[src/shared/sfs_pkg.sv]
// shared constants, types and register map of the serial flash front end
package sfs_pkg;

   // ************************************************************
   // instruction codes
   // ************************************************************
   localparam logic [7:0] OP_WRITE_ENABLE   = 8'h06;
   localparam logic [7:0] OP_WRITE_DISABLE  = 8'h04;
   localparam logic [7:0] OP_READ_STATUS    = 8'h05;
   localparam logic [7:0] OP_WRITE_STATUS   = 8'h01;
   localparam logic [7:0] OP_PAGE_PROGRAM   = 8'h02;
   localparam logic [7:0] OP_SECTOR_ERASE   = 8'hD8;
   localparam logic [7:0] OP_CHIP_ERASE     = 8'hC7;
   localparam logic [7:0] OP_POWER_DOWN     = 8'hB9;
   localparam logic [7:0] OP_RELEASE_PD     = 8'hAB;

   // least frame length in bytes, opcode included
   localparam int         BYTE_CNT_W        = 9;
   localparam logic [8:0] LEN_SINGLE        = 9'h001;
   localparam logic [8:0] LEN_WRITE_STATUS  = 9'h002;
   localparam logic [8:0] LEN_SECTOR_ERASE  = 9'h004;
   localparam logic [8:0] LEN_PAGE_PROGRAM  = 9'h005;
   localparam logic [8:0] BYTE_CNT_MAX      = 9'h1FF;
   localparam logic [8:0] IDX_STATUS_BYTE   = 9'h001;

   localparam logic [2:0] BIT_LAST          = 3'h7;
   localparam logic [2:0] BIT_FIRST         = 3'h0;

   // ************************************************************
   // status byte, msb is the lock bit, lsb the busy flag
   // ************************************************************
   typedef struct packed {
      logic       lock;
      logic [1:0] rsv;
      logic [2:0] region;
      logic       wl;
      logic       busy;
   } sfs_status_s;

   localparam logic [1:0] STATUS_RSV_VAL    = 2'h0;
   localparam logic [2:0] REGION_RST        = 3'h0;

   // ************************************************************
   // pins and register port
   // ************************************************************
   typedef struct packed {
      logic select_n;
      logic sclk;
      logic serial_in;
      logic pause_n;
      logic protect_n;
   } sfs_pins_s;

   // select_n starts low so a pin held low at power-up shows no falling edge
   localparam logic [4:0] PINS_RST          = 5'h03;

   localparam int         ADDR_W            = 4;
   localparam int         DATA_W            = 32;

   typedef struct packed {
      logic [ADDR_W-1:0] addr;
      logic [DATA_W-1:0] wdata;
      logic              wr;
      logic              rd;
   } sfs_bus_s;

   localparam logic [3:0] REG_STATUS        = 4'h0;
   localparam logic [3:0] REG_LAUNCH        = 4'h4;
   localparam logic [3:0] REG_CTRL          = 4'h8;
   localparam logic [3:0] REG_RXDATA        = 4'hC;

   localparam int         CTRL_OP_DONE      = 0;
   localparam int         CTRL_CLR_PEND     = 1;
   localparam int         STX_POWER_DOWN    = 8;
   localparam int         STX_PAUSED        = 9;
   localparam int         STX_LOCKOUT       = 10;
   localparam int         STX_SELECTED      = 11;
   localparam int         LAUNCH_PEND_BIT   = 8;
   localparam int         RX_CNT_LSB        = 8;

   // ************************************************************
   // frame states
   // ************************************************************
   typedef enum logic [1:0] {
      FR_IDLE   = 2'b00,
      FR_OPCODE = 2'b01,
      FR_BODY   = 2'b10,
      FR_IGNORE = 2'b11
   } sfs_frame_e;

   // ************************************************************
   // timing
   // ************************************************************
   localparam int         SYS_CLK_MHZ           = 100;
   localparam int         POWERUP_WRITE_DELAY_US = 10;
   localparam int         POWERUP_WRITE_CYCLES  = POWERUP_WRITE_DELAY_US * SYS_CLK_MHZ;

endpackage

[src/hdl/sfs_frontend.sv]
// spi front end, write protection and busy tracking of a serial flash
//
// The implementer's own choices: the plain strobed port and the placing of the registers.
`timescale 1ns/10ps
module sfs_frontend #(
   parameter int unsigned PUW_CYCLES = sfs_pkg::POWERUP_WRITE_CYCLES
) (
   input  wire logic                      sys_clk,          // system clock, 100 MHz
   input  wire logic                      rst,              // supply-threshold reset, high
   input  wire sfs_pkg::sfs_pins_s        pins,             // raw spi and control pins
   output logic                           serial_out,       // serial data out, registered
   output logic                           serial_out_oe_n,  // low while serial_out driven
   input  wire sfs_pkg::sfs_bus_s         bus_req,          // register port request
   output logic [sfs_pkg::DATA_W-1:0]     bus_rdata         // read data, cycle after strobe
);

   localparam int CNT_W = $clog2(PUW_CYCLES + 1);

   // ************************************************************
   // decode helpers
   // ************************************************************
   function automatic logic is_write_op(input logic [7:0] op);
      is_write_op = (op == sfs_pkg::OP_WRITE_ENABLE) || (op == sfs_pkg::OP_WRITE_DISABLE) ||
                    (op == sfs_pkg::OP_WRITE_STATUS) || (op == sfs_pkg::OP_PAGE_PROGRAM) ||
                    (op == sfs_pkg::OP_SECTOR_ERASE) || (op == sfs_pkg::OP_CHIP_ERASE);
   endfunction

   function automatic logic is_array_op(input logic [7:0] op);
      is_array_op = (op == sfs_pkg::OP_PAGE_PROGRAM) || (op == sfs_pkg::OP_SECTOR_ERASE) ||
                    (op == sfs_pkg::OP_CHIP_ERASE);
   endfunction

   function automatic logic [8:0] min_len(input logic [7:0] op);
      if (op == sfs_pkg::OP_WRITE_STATUS) begin
         min_len = sfs_pkg::LEN_WRITE_STATUS;
      end else if (op == sfs_pkg::OP_SECTOR_ERASE) begin
         min_len = sfs_pkg::LEN_SECTOR_ERASE;
      end else if (op == sfs_pkg::OP_PAGE_PROGRAM) begin
         min_len = sfs_pkg::LEN_PAGE_PROGRAM;
      end else begin
         min_len = sfs_pkg::LEN_SINGLE;
      end
   endfunction

   // ************************************************************
   // pin synchronisation and edge detection
   // ************************************************************
   sfs_pkg::sfs_pins_s pin_s;
   logic               sclk_prev_q;
   logic               sel_prev_q;

   sfs_sync #(
      .W       (5),
      .RST_VAL (sfs_pkg::PINS_RST)
   ) u_sync (
      .sys_clk (sys_clk),
      .rst     (rst),
      .d       (pins),
      .q       (pin_s)
   );

   always_ff @(posedge sys_clk) begin
      if (rst) begin
         sclk_prev_q <= 1'b0;
         sel_prev_q  <= 1'b0;
      end else begin
         sclk_prev_q <= pin_s.sclk;
         sel_prev_q  <= pin_s.select_n;
      end
   end

   // idle level of the clock does not matter, only its edges
   wire sclk_rise  = pin_s.sclk & ~sclk_prev_q;
   wire sclk_fall  = ~pin_s.sclk & sclk_prev_q;
   wire sel_fall   = sel_prev_q & ~pin_s.select_n;
   wire sel_rise   = ~sel_prev_q & pin_s.select_n;
   wire selected   = ~pin_s.select_n;
   wire protect_on = ~pin_s.protect_n;

   // ************************************************************
   // power-up lockouts
   // ************************************************************
   logic             armed_q;
   logic [CNT_W-1:0] pu_cnt_q;

   wire lockout = (pu_cnt_q != CNT_W'(PUW_CYCLES));

   always_ff @(posedge sys_clk) begin
      if (rst) begin
         armed_q  <= 1'b0;
         pu_cnt_q <= '0;
      end else begin
         if (sel_fall) begin
            armed_q <= 1'b1;
         end
         if (lockout) begin
            pu_cnt_q <= CNT_W'(pu_cnt_q + 1'b1);
         end
      end
   end

   // ************************************************************
   // pause control
   // ************************************************************
   logic paused_q;

   // a pause requested while the clock is high waits for its falling edge
   wire hold_begin = selected & ~paused_q & ~pin_s.pause_n & ~pin_s.sclk;
   wire hold_end   = paused_q & pin_s.pause_n & ~pin_s.sclk;

   always_ff @(posedge sys_clk) begin
      if (rst || !selected) begin
         paused_q <= 1'b0;
      end else if (hold_begin) begin
         paused_q <= 1'b1;
      end else if (hold_end) begin
         paused_q <= 1'b0;
      end
   end

   // ************************************************************
   // receive shifter and frame state
   // ************************************************************
   sfs_pkg::sfs_frame_e frame_q;
   logic [2:0]          bit_cnt_q;
   logic [8:0]          byte_cnt_q;
   logic [7:0]          rx_q;
   logic [7:0]          opcode_q;
   logic [7:0]          wrsr_byte_q;
   logic                busy_q;
   logic                pd_q;

   wire in_frame  = (frame_q == sfs_pkg::FR_OPCODE) || (frame_q == sfs_pkg::FR_BODY);
   // frozen while paused, so shifter and counters resume where they stopped
   wire shift_in  = sclk_rise & selected & ~paused_q & in_frame;
   wire shift_out = sclk_fall & selected & ~paused_q;
   wire [7:0] rx_next   = {rx_q[6:0], pin_s.serial_in};
   wire       byte_done = shift_in & (bit_cnt_q == sfs_pkg::BIT_LAST);

   // gating applied once the opcode byte is complete
   wire op_allowed = pd_q   ? (rx_next == sfs_pkg::OP_RELEASE_PD) :
                     busy_q ? (rx_next == sfs_pkg::OP_READ_STATUS) :
                     1'b1;

   always_ff @(posedge sys_clk) begin
      if (rst || !selected) begin
         frame_q <= sfs_pkg::FR_IDLE;
      end else if (sel_fall && armed_q) begin
         frame_q <= sfs_pkg::FR_OPCODE;
      end else if (sel_fall) begin
         frame_q <= sfs_pkg::FR_OPCODE;
      end else if (byte_done && frame_q == sfs_pkg::FR_OPCODE) begin
         frame_q <= op_allowed ? sfs_pkg::FR_BODY : sfs_pkg::FR_IGNORE;
      end
   end

   always_ff @(posedge sys_clk) begin
      if (rst || sel_fall) begin
         bit_cnt_q  <= sfs_pkg::BIT_FIRST;
         byte_cnt_q <= '0;
         rx_q       <= '0;
      end else if (shift_in) begin
         bit_cnt_q <= 3'(bit_cnt_q + 1'b1);
         rx_q      <= rx_next;
         if (byte_done && byte_cnt_q != sfs_pkg::BYTE_CNT_MAX) begin
            byte_cnt_q <= 9'(byte_cnt_q + 1'b1);
         end
      end
   end

   always_ff @(posedge sys_clk) begin
      if (rst) begin
         opcode_q    <= '0;
         wrsr_byte_q <= '0;
      end else if (byte_done) begin
         if (frame_q == sfs_pkg::FR_OPCODE) begin
            opcode_q <= rx_next;
         end
         if (byte_cnt_q == sfs_pkg::IDX_STATUS_BYTE) begin
            wrsr_byte_q <= rx_next;
         end
      end
   end

   // ************************************************************
   // instruction commit at the end of the frame
   // ************************************************************
   logic       wl_q;
   logic       lock_q;
   logic [2:0] region_q;
   logic       op_is_wrsr_q;
   logic [7:0] pend_status_q;
   logic [7:0] launch_op_q;
   logic       pend_q;
   logic       op_done;

   wire on_boundary = (bit_cnt_q == sfs_pkg::BIT_FIRST);
   wire long_enough = (byte_cnt_q >= min_len(opcode_q));
   wire frame_ok    = ~is_write_op(opcode_q) | (on_boundary & long_enough);
   wire commit      = sel_rise & (frame_q == sfs_pkg::FR_BODY) & frame_ok;

   wire do_wren  = commit & (opcode_q == sfs_pkg::OP_WRITE_ENABLE) & ~lockout;
   wire do_wrdi  = commit & (opcode_q == sfs_pkg::OP_WRITE_DISABLE);
   wire wr_ok    = wl_q & ~lockout;
   wire do_wrsr  = commit & (opcode_q == sfs_pkg::OP_WRITE_STATUS) & wr_ok &
                   ~(lock_q & protect_on);
   wire do_array = commit & is_array_op(opcode_q) & wr_ok;
   wire do_pd    = commit & (opcode_q == sfs_pkg::OP_POWER_DOWN);
   wire do_rel   = commit & (opcode_q == sfs_pkg::OP_RELEASE_PD);
   wire finish   = op_done & busy_q;

   // busy survives deselect; only completion from the array side ends it
   always_ff @(posedge sys_clk) begin
      if (rst) begin
         busy_q       <= 1'b0;
         op_is_wrsr_q <= 1'b0;
      end else if (do_wrsr || do_array) begin
         busy_q       <= 1'b1;
         op_is_wrsr_q <= do_wrsr;
      end else if (finish) begin
         busy_q       <= 1'b0;
      end
   end

   always_ff @(posedge sys_clk) begin
      if (rst) begin
         wl_q <= 1'b0;
      end else if (do_wren) begin
         wl_q <= 1'b1;
      end else if (do_wrdi || finish) begin
         wl_q <= 1'b0;
      end
   end

   // lock and region bits come back at reset as unprotected
   always_ff @(posedge sys_clk) begin
      if (rst) begin
         lock_q        <= 1'b0;
         region_q      <= sfs_pkg::REGION_RST;
         pend_status_q <= '0;
      end else begin
         if (do_wrsr) begin
            pend_status_q <= wrsr_byte_q;
         end
         if (finish && op_is_wrsr_q) begin
            lock_q   <= pend_status_q[7];
            region_q <= pend_status_q[4:2];
         end
      end
   end

   always_ff @(posedge sys_clk) begin
      if (rst) begin
         pd_q <= 1'b0;
      end else if (do_pd) begin
         pd_q <= 1'b1;
      end else if (do_rel) begin
         pd_q <= 1'b0;
      end
   end

   // ************************************************************
   // status byte and transmit shifter
   // ************************************************************
   sfs_pkg::sfs_status_s status;
   logic [7:0]           tx_q;
   logic                 tx_en_q;

   assign status = '{lock: lock_q, rsv: sfs_pkg::STATUS_RSV_VAL, region: region_q,
                     wl: wl_q, busy: busy_q};

   wire rdsr_now = (frame_q == sfs_pkg::FR_OPCODE) ? (rx_next == sfs_pkg::OP_READ_STATUS) :
                   (frame_q == sfs_pkg::FR_BODY) & (opcode_q == sfs_pkg::OP_READ_STATUS);
   // reload on every byte so a held select streams fresh status
   wire tx_load  = byte_done & rdsr_now & ~pd_q;

   always_ff @(posedge sys_clk) begin
      if (rst || !selected) begin
         tx_en_q <= 1'b0;
         tx_q    <= '0;
      end else if (tx_load) begin
         tx_en_q <= 1'b1;
         tx_q    <= status;
      end else if (shift_out && tx_en_q) begin
         tx_q    <= {tx_q[6:0], 1'b0};
      end
   end

   always_ff @(posedge sys_clk) begin
      if (rst) begin
         serial_out <= 1'b0;
      end else if (shift_out && tx_en_q) begin
         serial_out <= tx_q[7];
      end
   end

   assign serial_out_oe_n = ~(selected & ~paused_q & tx_en_q);

   // ************************************************************
   // register port
   // ************************************************************
   logic [sfs_pkg::DATA_W-1:0] rd_mux;
   logic [sfs_pkg::DATA_W-1:0] stat_word;
   logic [sfs_pkg::DATA_W-1:0] launch_word;
   logic [sfs_pkg::DATA_W-1:0] rx_word;

   wire ctrl_wr   = bus_req.wr & (bus_req.addr == sfs_pkg::REG_CTRL);
   assign op_done = ctrl_wr & bus_req.wdata[sfs_pkg::CTRL_OP_DONE];
   wire clr_pend  = ctrl_wr & bus_req.wdata[sfs_pkg::CTRL_CLR_PEND];

   // a launch in the same cycle as a clear keeps the pending flag
   always_ff @(posedge sys_clk) begin
      if (rst) begin
         pend_q      <= 1'b0;
         launch_op_q <= '0;
      end else if (do_wrsr || do_array) begin
         pend_q      <= 1'b1;
         launch_op_q <= opcode_q;
      end else if (clr_pend) begin
         pend_q      <= 1'b0;
      end
   end

   always_comb begin
      stat_word                         = '0;
      stat_word[7:0]                    = status;
      stat_word[sfs_pkg::STX_POWER_DOWN] = pd_q;
      stat_word[sfs_pkg::STX_PAUSED]     = paused_q;
      stat_word[sfs_pkg::STX_LOCKOUT]    = lockout;
      stat_word[sfs_pkg::STX_SELECTED]   = selected;
      launch_word                        = '0;
      launch_word[7:0]                   = launch_op_q;
      launch_word[sfs_pkg::LAUNCH_PEND_BIT] = pend_q;
      rx_word                            = '0;
      rx_word[7:0]                       = rx_q;
      rx_word[sfs_pkg::RX_CNT_LSB +: sfs_pkg::BYTE_CNT_W] = byte_cnt_q;
   end

   assign rd_mux = (bus_req.addr == sfs_pkg::REG_STATUS) ? stat_word   :
                   (bus_req.addr == sfs_pkg::REG_LAUNCH) ? launch_word :
                   (bus_req.addr == sfs_pkg::REG_RXDATA) ? rx_word     :
                   '0;

   // read data valid only in the cycle after the strobe
   always_ff @(posedge sys_clk) begin
      if (rst) begin
         bus_rdata <= '0;
      end else begin
         bus_rdata <= bus_req.rd ? rd_mux : '0;
      end
   end

endmodule

[src/hdl/sfs_sync.sv]
// two-stage synchroniser for a group of pin inputs
`timescale 1ns/10ps
module sfs_sync #(
   parameter int             W       = 1,
   parameter logic [W-1:0]   RST_VAL = '0
) (
   input  wire logic         sys_clk,   // system clock
   input  wire logic         rst,       // synchronous reset
   input  wire logic [W-1:0] d,         // asynchronous inputs
   output logic      [W-1:0] q          // synchronised outputs
);

   logic [W-1:0] meta_q;

   // first stage feeds only the second stage
   always_ff @(posedge sys_clk) begin
      if (rst) begin
         meta_q <= RST_VAL;
         q      <= RST_VAL;
      end else begin
         meta_q <= d;
         q      <= meta_q;
      end
   end

endmodule

[config.mk]
export PLATFORM = sky130hd
export DESIGN_NAME = sfs_frontend
export DESIGN_NICKNAME = d
export VERILOG_FILES = /design/src/shared/sfs_pkg.sv /design/src/hdl/sfs_frontend.sv /design/src/hdl/sfs_sync.sv
export SDC_FILE = /design/constraint.sdc
export NUM_CORES = 1
export LEC_CHECK = 0
export ABC_CLOCK_PERIOD_IN_PS = 3500
export BUFFER_PORTS_ARGS = -buffer_cell sky130_fd_sc_hd__buf_2
export CAP_MARGIN = 0
export CORE_MARGIN = 2
export CORE_UTILIZATION = 23
export CTS_CLUSTER_DIAMETER = 120
export CTS_CLUSTER_SIZE = 25
export DETAILED_ROUTE_END_ITERATION = 8
export PLACE_DENSITY = 0.39
export SLEW_MARGIN = 10
export SYNTH_ARGS = -nofsm -noshare
export SYNTH_HDL_FRONTEND = slang
export SYNTH_HIERARCHICAL = 1
export SYNTH_SLANG_ARGS = --single-unit
[constraint.sdc]
create_clock -name sys_clk -period 3.5 [get_ports sys_clk]
set_clock_uncertainty 0.1 [all_clocks]
set_input_delay 0.7 -clock sys_clk [delete_from_list [all_inputs] [get_ports sys_clk]]
set_output_delay 0.7 -clock sys_clk [all_outputs]
set_load 0.01 [all_outputs]
Yosys cells after proc, flatten, opt, wreduce, memory -nomap -nowiden
Cells that the tools add are included. W data, S select, Z words.

Flip-flop bits (word level): 129. Output and inout bits: 34. Word-level logic and storage cells: 168.

Add/sub/neg operators: 3. $lt $le $gt $ge: 1. Equality and inequality tests: 20. Multiplexer cells: 25. Bitwise operators: 53. Reductions and logical operators: 35.

Operator list (number): $eq A8 B8 Y1 const B (5); $and A1 B1 Y1 (38); $mux W12 (3); $eq A8 B3 Y1 const B (4); $mux W1 (17); $mux W8 (2); $not A1 Y1 (14); $logic_or A1 B1 Y1 (12); $reduce_bool A2 Y1 (6); $add A10 B1 Y10 const B (1); $ne A10 B10 Y1 const B (1); $add A9 B1 Y9 const B (1); $eq A9 B1 Y1 const B (1); $ge A9 B3 Y1 (1); $mux W3 (3); $ne A9 B9 Y1 const B (1); $eq A4 B4 Y1 const B (2); $eq A8 B1 Y1 const B (1); $eq A8 B2 Y1 const B (1); $reduce_and A2 Y1 (3); $reduce_or A3 Y1 (2); $logic_and A1 B1 Y1 (5); $reduce_or A5 Y1 (1); $eq A4 B3 Y1 const B (1); 10 further kinds (11).

Logic depth before layout (Yosys ltp)
Word-level depth: 14. Mapped depth: 12. Mapped depth without buffers: 10.

By module
The synthesis kept the hierarchy.

By module, submodules not included: sfs_frontend (instances 1, cells each 483, area each 4465.5 µm², seq. area each 1901.8 µm²); sfs_sync (instances 1, cells each 20, area each 262.8 µm², seq. area each 200.2 µm²).

Least setup slack after synthesis
No wires, ideal clock.

Path type: register to register. Start point: register opcode_q[4]. End point: register launch_op_q[3]. Data arrival time: 2.484 ns. Required time: 3.271 ns. Path slack: 0.787 ns. Cell stages (with the launch flop): 10. Period minus slack after synthesis: 2.713 ns. Path through: dfxtp_1 > or4_4 > and4bb_2 > inv_1 > ha_1 > o21ai_0 > a21oi_1 > o311ai_2 > nor3_4 > mux2i_1.

Word-level cells in the longest chain between the ends: 13.

RTL lines: start, declared (RTL line sfs_frontend.sv:128) `logic [7:0] opcode_q;`; start signal, assigned (RTL line sfs_frontend.sv:177) `opcode_q <= rx_next;`; parallel branches: the longest is 12 deep, another holds $ge A9 B3 Y1; $logic_or A1 B1 Y1 * (RTL line sfs_frontend.sv:316) `end else if (do_wrsr || do_array) begin`; end signal, assigned (RTL line sfs_frontend.sv:318) `launch_op_q <= opcode_q;`; end, declared (RTL line sfs_frontend.sv:193) `logic [7:0] launch_op_q;`.

Mark *: on every way between the ends. A chain may end at the register's enable or synchronous reset.

Worst setup path in the final report
Start point: register opcode_q[4]. End point: register op_is_wrsr_q.

Word-level cells in the longest chain between the ends: 13.

RTL lines: parallel branches: the longest is 13 deep, another holds $ge A9 B3 Y1; end signal, assigned (RTL line sfs_frontend.sv:219) `op_is_wrsr_q <= do_wrsr;`; end, declared (RTL line sfs_frontend.sv:191) `logic op_is_wrsr_q;`.

Several ways; the timed one is not identified.

==> out/results.md <==
* 2.99 ns — post-layout min period
* 2100 µm² — sequential cell area
* 0 — Remaining DRCs
* 4 — Pre-antenna DRT Iters
* 0 — number of pins with negative max-slew slack in the final report
* 3 — deepest level of the CTS H-tree
* 18600 µm — first-pass GRT wire length
* 44.5% — part of the Yosys area used for sequential elements
* 46.3% — max-slew headroom at the worst pin
* 53.8% — Sequential Power Share
* dfxtp_1, nor2_1, mux2i_1 — leading post-synthesis cells by instance count
* 0 — gr ovfl total
* 0 — count of antenna diodes in the layout
* 4.40 — number of vias per cell
* 3.62 ns — required time reported for the critical path endpoint
* 5120 µm² — Placement Cell Area
* flip-flop — Critical Path Start Type
* 79 — number of ports placed on the die boundary
* 503 — Synth Instances
* 130 — first-iteration detailed-routing DRC count
* 105 — post-synthesis register bit count
* 23.7% — switching share of total power
* 6 — number of synthesis warnings
* 9 — number of CTS-inserted buffers
* 0 — post-CTS setup-driven buffer insertion count
* 42.8% — clock network power share
* reg -> reg — Min-Delay Path Class
* 105 — number of clock sinks
* 3.3% — fraction of power consumed by combinational cells
* 0.08 ns — Clock Pin Slew Worst Setup and Hold Paths
* 791 — count of placed standard cells including taps
* 2 — buffers from clock root to sink, at most
* reg -> reg — category of the critical setup timing path
* 0% — share of synthesized flip-flops with an asynchronous set or reset
* 535 µW — Sw Pwr
* clkbuf_16 — Root Buffer
* 33 — number of port buffers
* 8 — critical path fanouts, max
* 14.4 µm — routed wire length per instance
* dfxtp_1 — top-count cell post-synth
* 0 — Hold Fails Final Rpt
* 14.2% — area overhead of the layout relative to synthesis
* 147 µm — die span in y
* 52 — Placement Rows
* simple AND/OR/NAND/NOR gates — cell family with the largest share of critical-path delay
* 0 — antenna violations before repair
* completed — outcome
* 0 — EDFF count, synth
* 0.806 ns — actual transition at the worst max-transition pin
* 3554 — routed via count
* 85.3% — final critical-path share of the clock period
* 0.200 mV — worst voltage drop across the vdd grid
* 11600 µm — drt total wl
* 32 — pin count of the biggest net entering global routing
* 66 — count of distinct cell types in the synthesized netlist
* 8520 µm — hpwl dp
* 2168 — Filler Cell Count
* 335 MHz — Max Freq
* 44.5% — portion of synthesized cell area occupied by the leading cell type
* 0 ns — Fin Setup TNS
* 0 — cells resized by post-CTS repair
* 3.11 ns — endpoint arrival time on the critical path
* 9.40 µm² — Mapped Avg Cell Area
* dfxtp_1 — area leader, netlist
* 0 — number of nets with antenna violations after routing
* 0.55 ns — maximum single-stage delay on the critical path
* 11.0% — overall fraction of global-route tracks in use
* 590 — Final nets
* 147 µm — horizontal extent of the die
* 2.02 nW — static leakage
* 807 — number of non-filler instances in the completed layout
* or4_4 — Slowest-stage cell, CP
* 0.36 ns — Clock Latency Late Sink
* o21ai_0 — Critical Path Most Common Cell
* dfxtp_1 — Post-synth top flop
* dfxtp_1, mux2i_1, nor2_1 — biggest area contributors in the synthesized netlist
* false — unrepaired setup endpoints after global routing
* 23.4% — effective utilization at floorplan
* 2360 µm² — multi-input combinational cell area
* flip-flop — endpoint kind of the worst setup timing path
* done — CTS tree
* 0.773 — final estimated routing congestion in global placement
* 1.72 mW — internal power
* or4_4 > and4bb_2 > inv_1 > ha_1 > o21ai_0 > a21oi_1 > o311ai_2 > buf_4 > a211o_1 > o21ai_0 — cell-by-cell listing of the critical path
* 4730 µm² — post-synthesis instance area
* 0 — max_cap viols
* 0 — number of buffers added to fix hold violations after cts
* 3373 — via count of the first global-routing pass
* 417 nW/µm² — PwrDens
* 14.3% — fraction of final layout cells with drive strength greater than 1
* 5400 µm² — Finished Cell Area
* 21700 µm² — DIE AREA
* 20200 µm² — Std-Cell Core Area
* 0 — endpoints failing setup
* 2 — count of buffering cells on the critical path with inverters included
==> kinds of logic (layout without fill, tap and decap cells) <==
kind of cell	after synthesis	in the layout	share of synthesized area [%]
muxes	33	33	6.99
xor gates and xnor gates	17	17	3.15
adders and majority gates	13	13	3.44
buffers and inverters	63	83	6.69
and+or+nand+nor	200	200	24.5
DFF	105	105	44.5
AOI/OAI and AO/OA	71	71	10.7
other	1	15	0.0793
==> cell usage in the layout, fill, tap and decap left out, types with 7 or more instances in the layout <==
cell type,Yosys,final
a21oi_1,20,20
a22oi_1,10,10
and3_1,11,11
buf_2,2,33
buf_4,16,8
clkbuf_16,0,9
conb_1,1,15
dfxtp_1,105,105
ha_1,13,13
inv_1,26,26
mux2i_1,33,33
nand2_1,27,27
nand3_1,16,16
nand4_1,9,9
nand4b_1,10,10
nor2_1,58,58
nor2b_1,9,9
o22ai_1,7,7
xnor2_1,7,7
xor2_1,10,10
==> worst reg2reg max path, stage by stage, from the launching register on <==
cell	delay, ns
dfxtp_1	0.37
or4_4	0.55
and4bb_2	0.38
inv_1	0.06
ha_1	0.26
o21ai_0	0.15
a21oi_1	0.08
o311ai_2	0.43
buf_4	0.25
a211o_1	0.14
o21ai_0	0.08
==> metal layers <==
metal	track usage, %	part of all wire, %
met3	3.15	3.8
met5	0	0
met1	14.7	49
met4	2.74	0.69
met2	17.8	46
==> flip-flops by register name (all words and copies together) (netlist names), 2 cells and up <==
register / count
u_sync/meta_q: 5
bit_cnt_q: 3
launch_op_q: 8
wrsr_byte_q: 4
pu_cnt_q: 10
rx_q: 8
opcode_q: 8
tx_q: 8
region_q: 3
bus_rdata: 17
u_sync/q: 5
byte_cnt_q: 9
frame_q: 2
pend_status_q: 4
==> per-stage QoR <==
| stage | hold slack [ns] | total power [mW] | worst slack, ns | util [%] |
|---|---|---|---|---|
| after floorplan | 0.283 | 1.30 | 0.787 | - |
| after global placement | 0.295 | 1.32 | 0.515 | 25.3 |
| after detailed placement | 0.293 | 1.32 | 0.518 | 25.3 |
| after CTS | 0.308 | 2.29 | 0.492 | 26.7 |
| after global routing | 0.318 | 2.35 | 0.283 | 26.7 |
| final | 0.304 | 2.25 | 0.514 | 26.7 |
==> final cells by class <==
| type | instances | area share [%] |
|---|---|---|
| Multi-Input combinational cell | 349 | 43.7 |
| Clock buffer | 9 | 4.17 |
| Timing Repair Buffer | 41 | 4.17 |
| Clock inverter | 7 | 0.950 |
| Inverter | 26 | 1.81 |
| Sequential cell | 105 | 38.9 |
| Tap cell | 270 | 6.25 |
==> final timing paths <==
path | depth (start not counted) | slack (ns) | startpoint | to
min reg2reg | 1 | 0.30 | u_sync/meta_q[1] | u_sync/q[1]
max reg2reg | 10 | 0.51 | opcode_q[4] | op_is_wrsr_q
min | 1 | 0.30 | u_sync/meta_q[1] | u_sync/q[1]
max | 10 | 0.51 | opcode_q[4] | op_is_wrsr_q
==> power groups by stage <==
| stage | Clock (mW) | Sequential [mW] | Combinational, mW |
|---|---|---|---|
| 3_3_place_gp | 0 | 1.24 | 0.0747 |
| 6_report | 0.966 | 1.21 | 0.0746 |
| 4_1_cts | 1.00 | 1.21 | 0.0761 |
| 3_5_place_dp | 0 | 1.24 | 0.0757 |
| 2_1_floorplan | 0 | 1.24 | 0.0625 |
| 5_1_grt | 1.05 | 1.22 | 0.0839 |
Power figures use the tool's default switching activity.
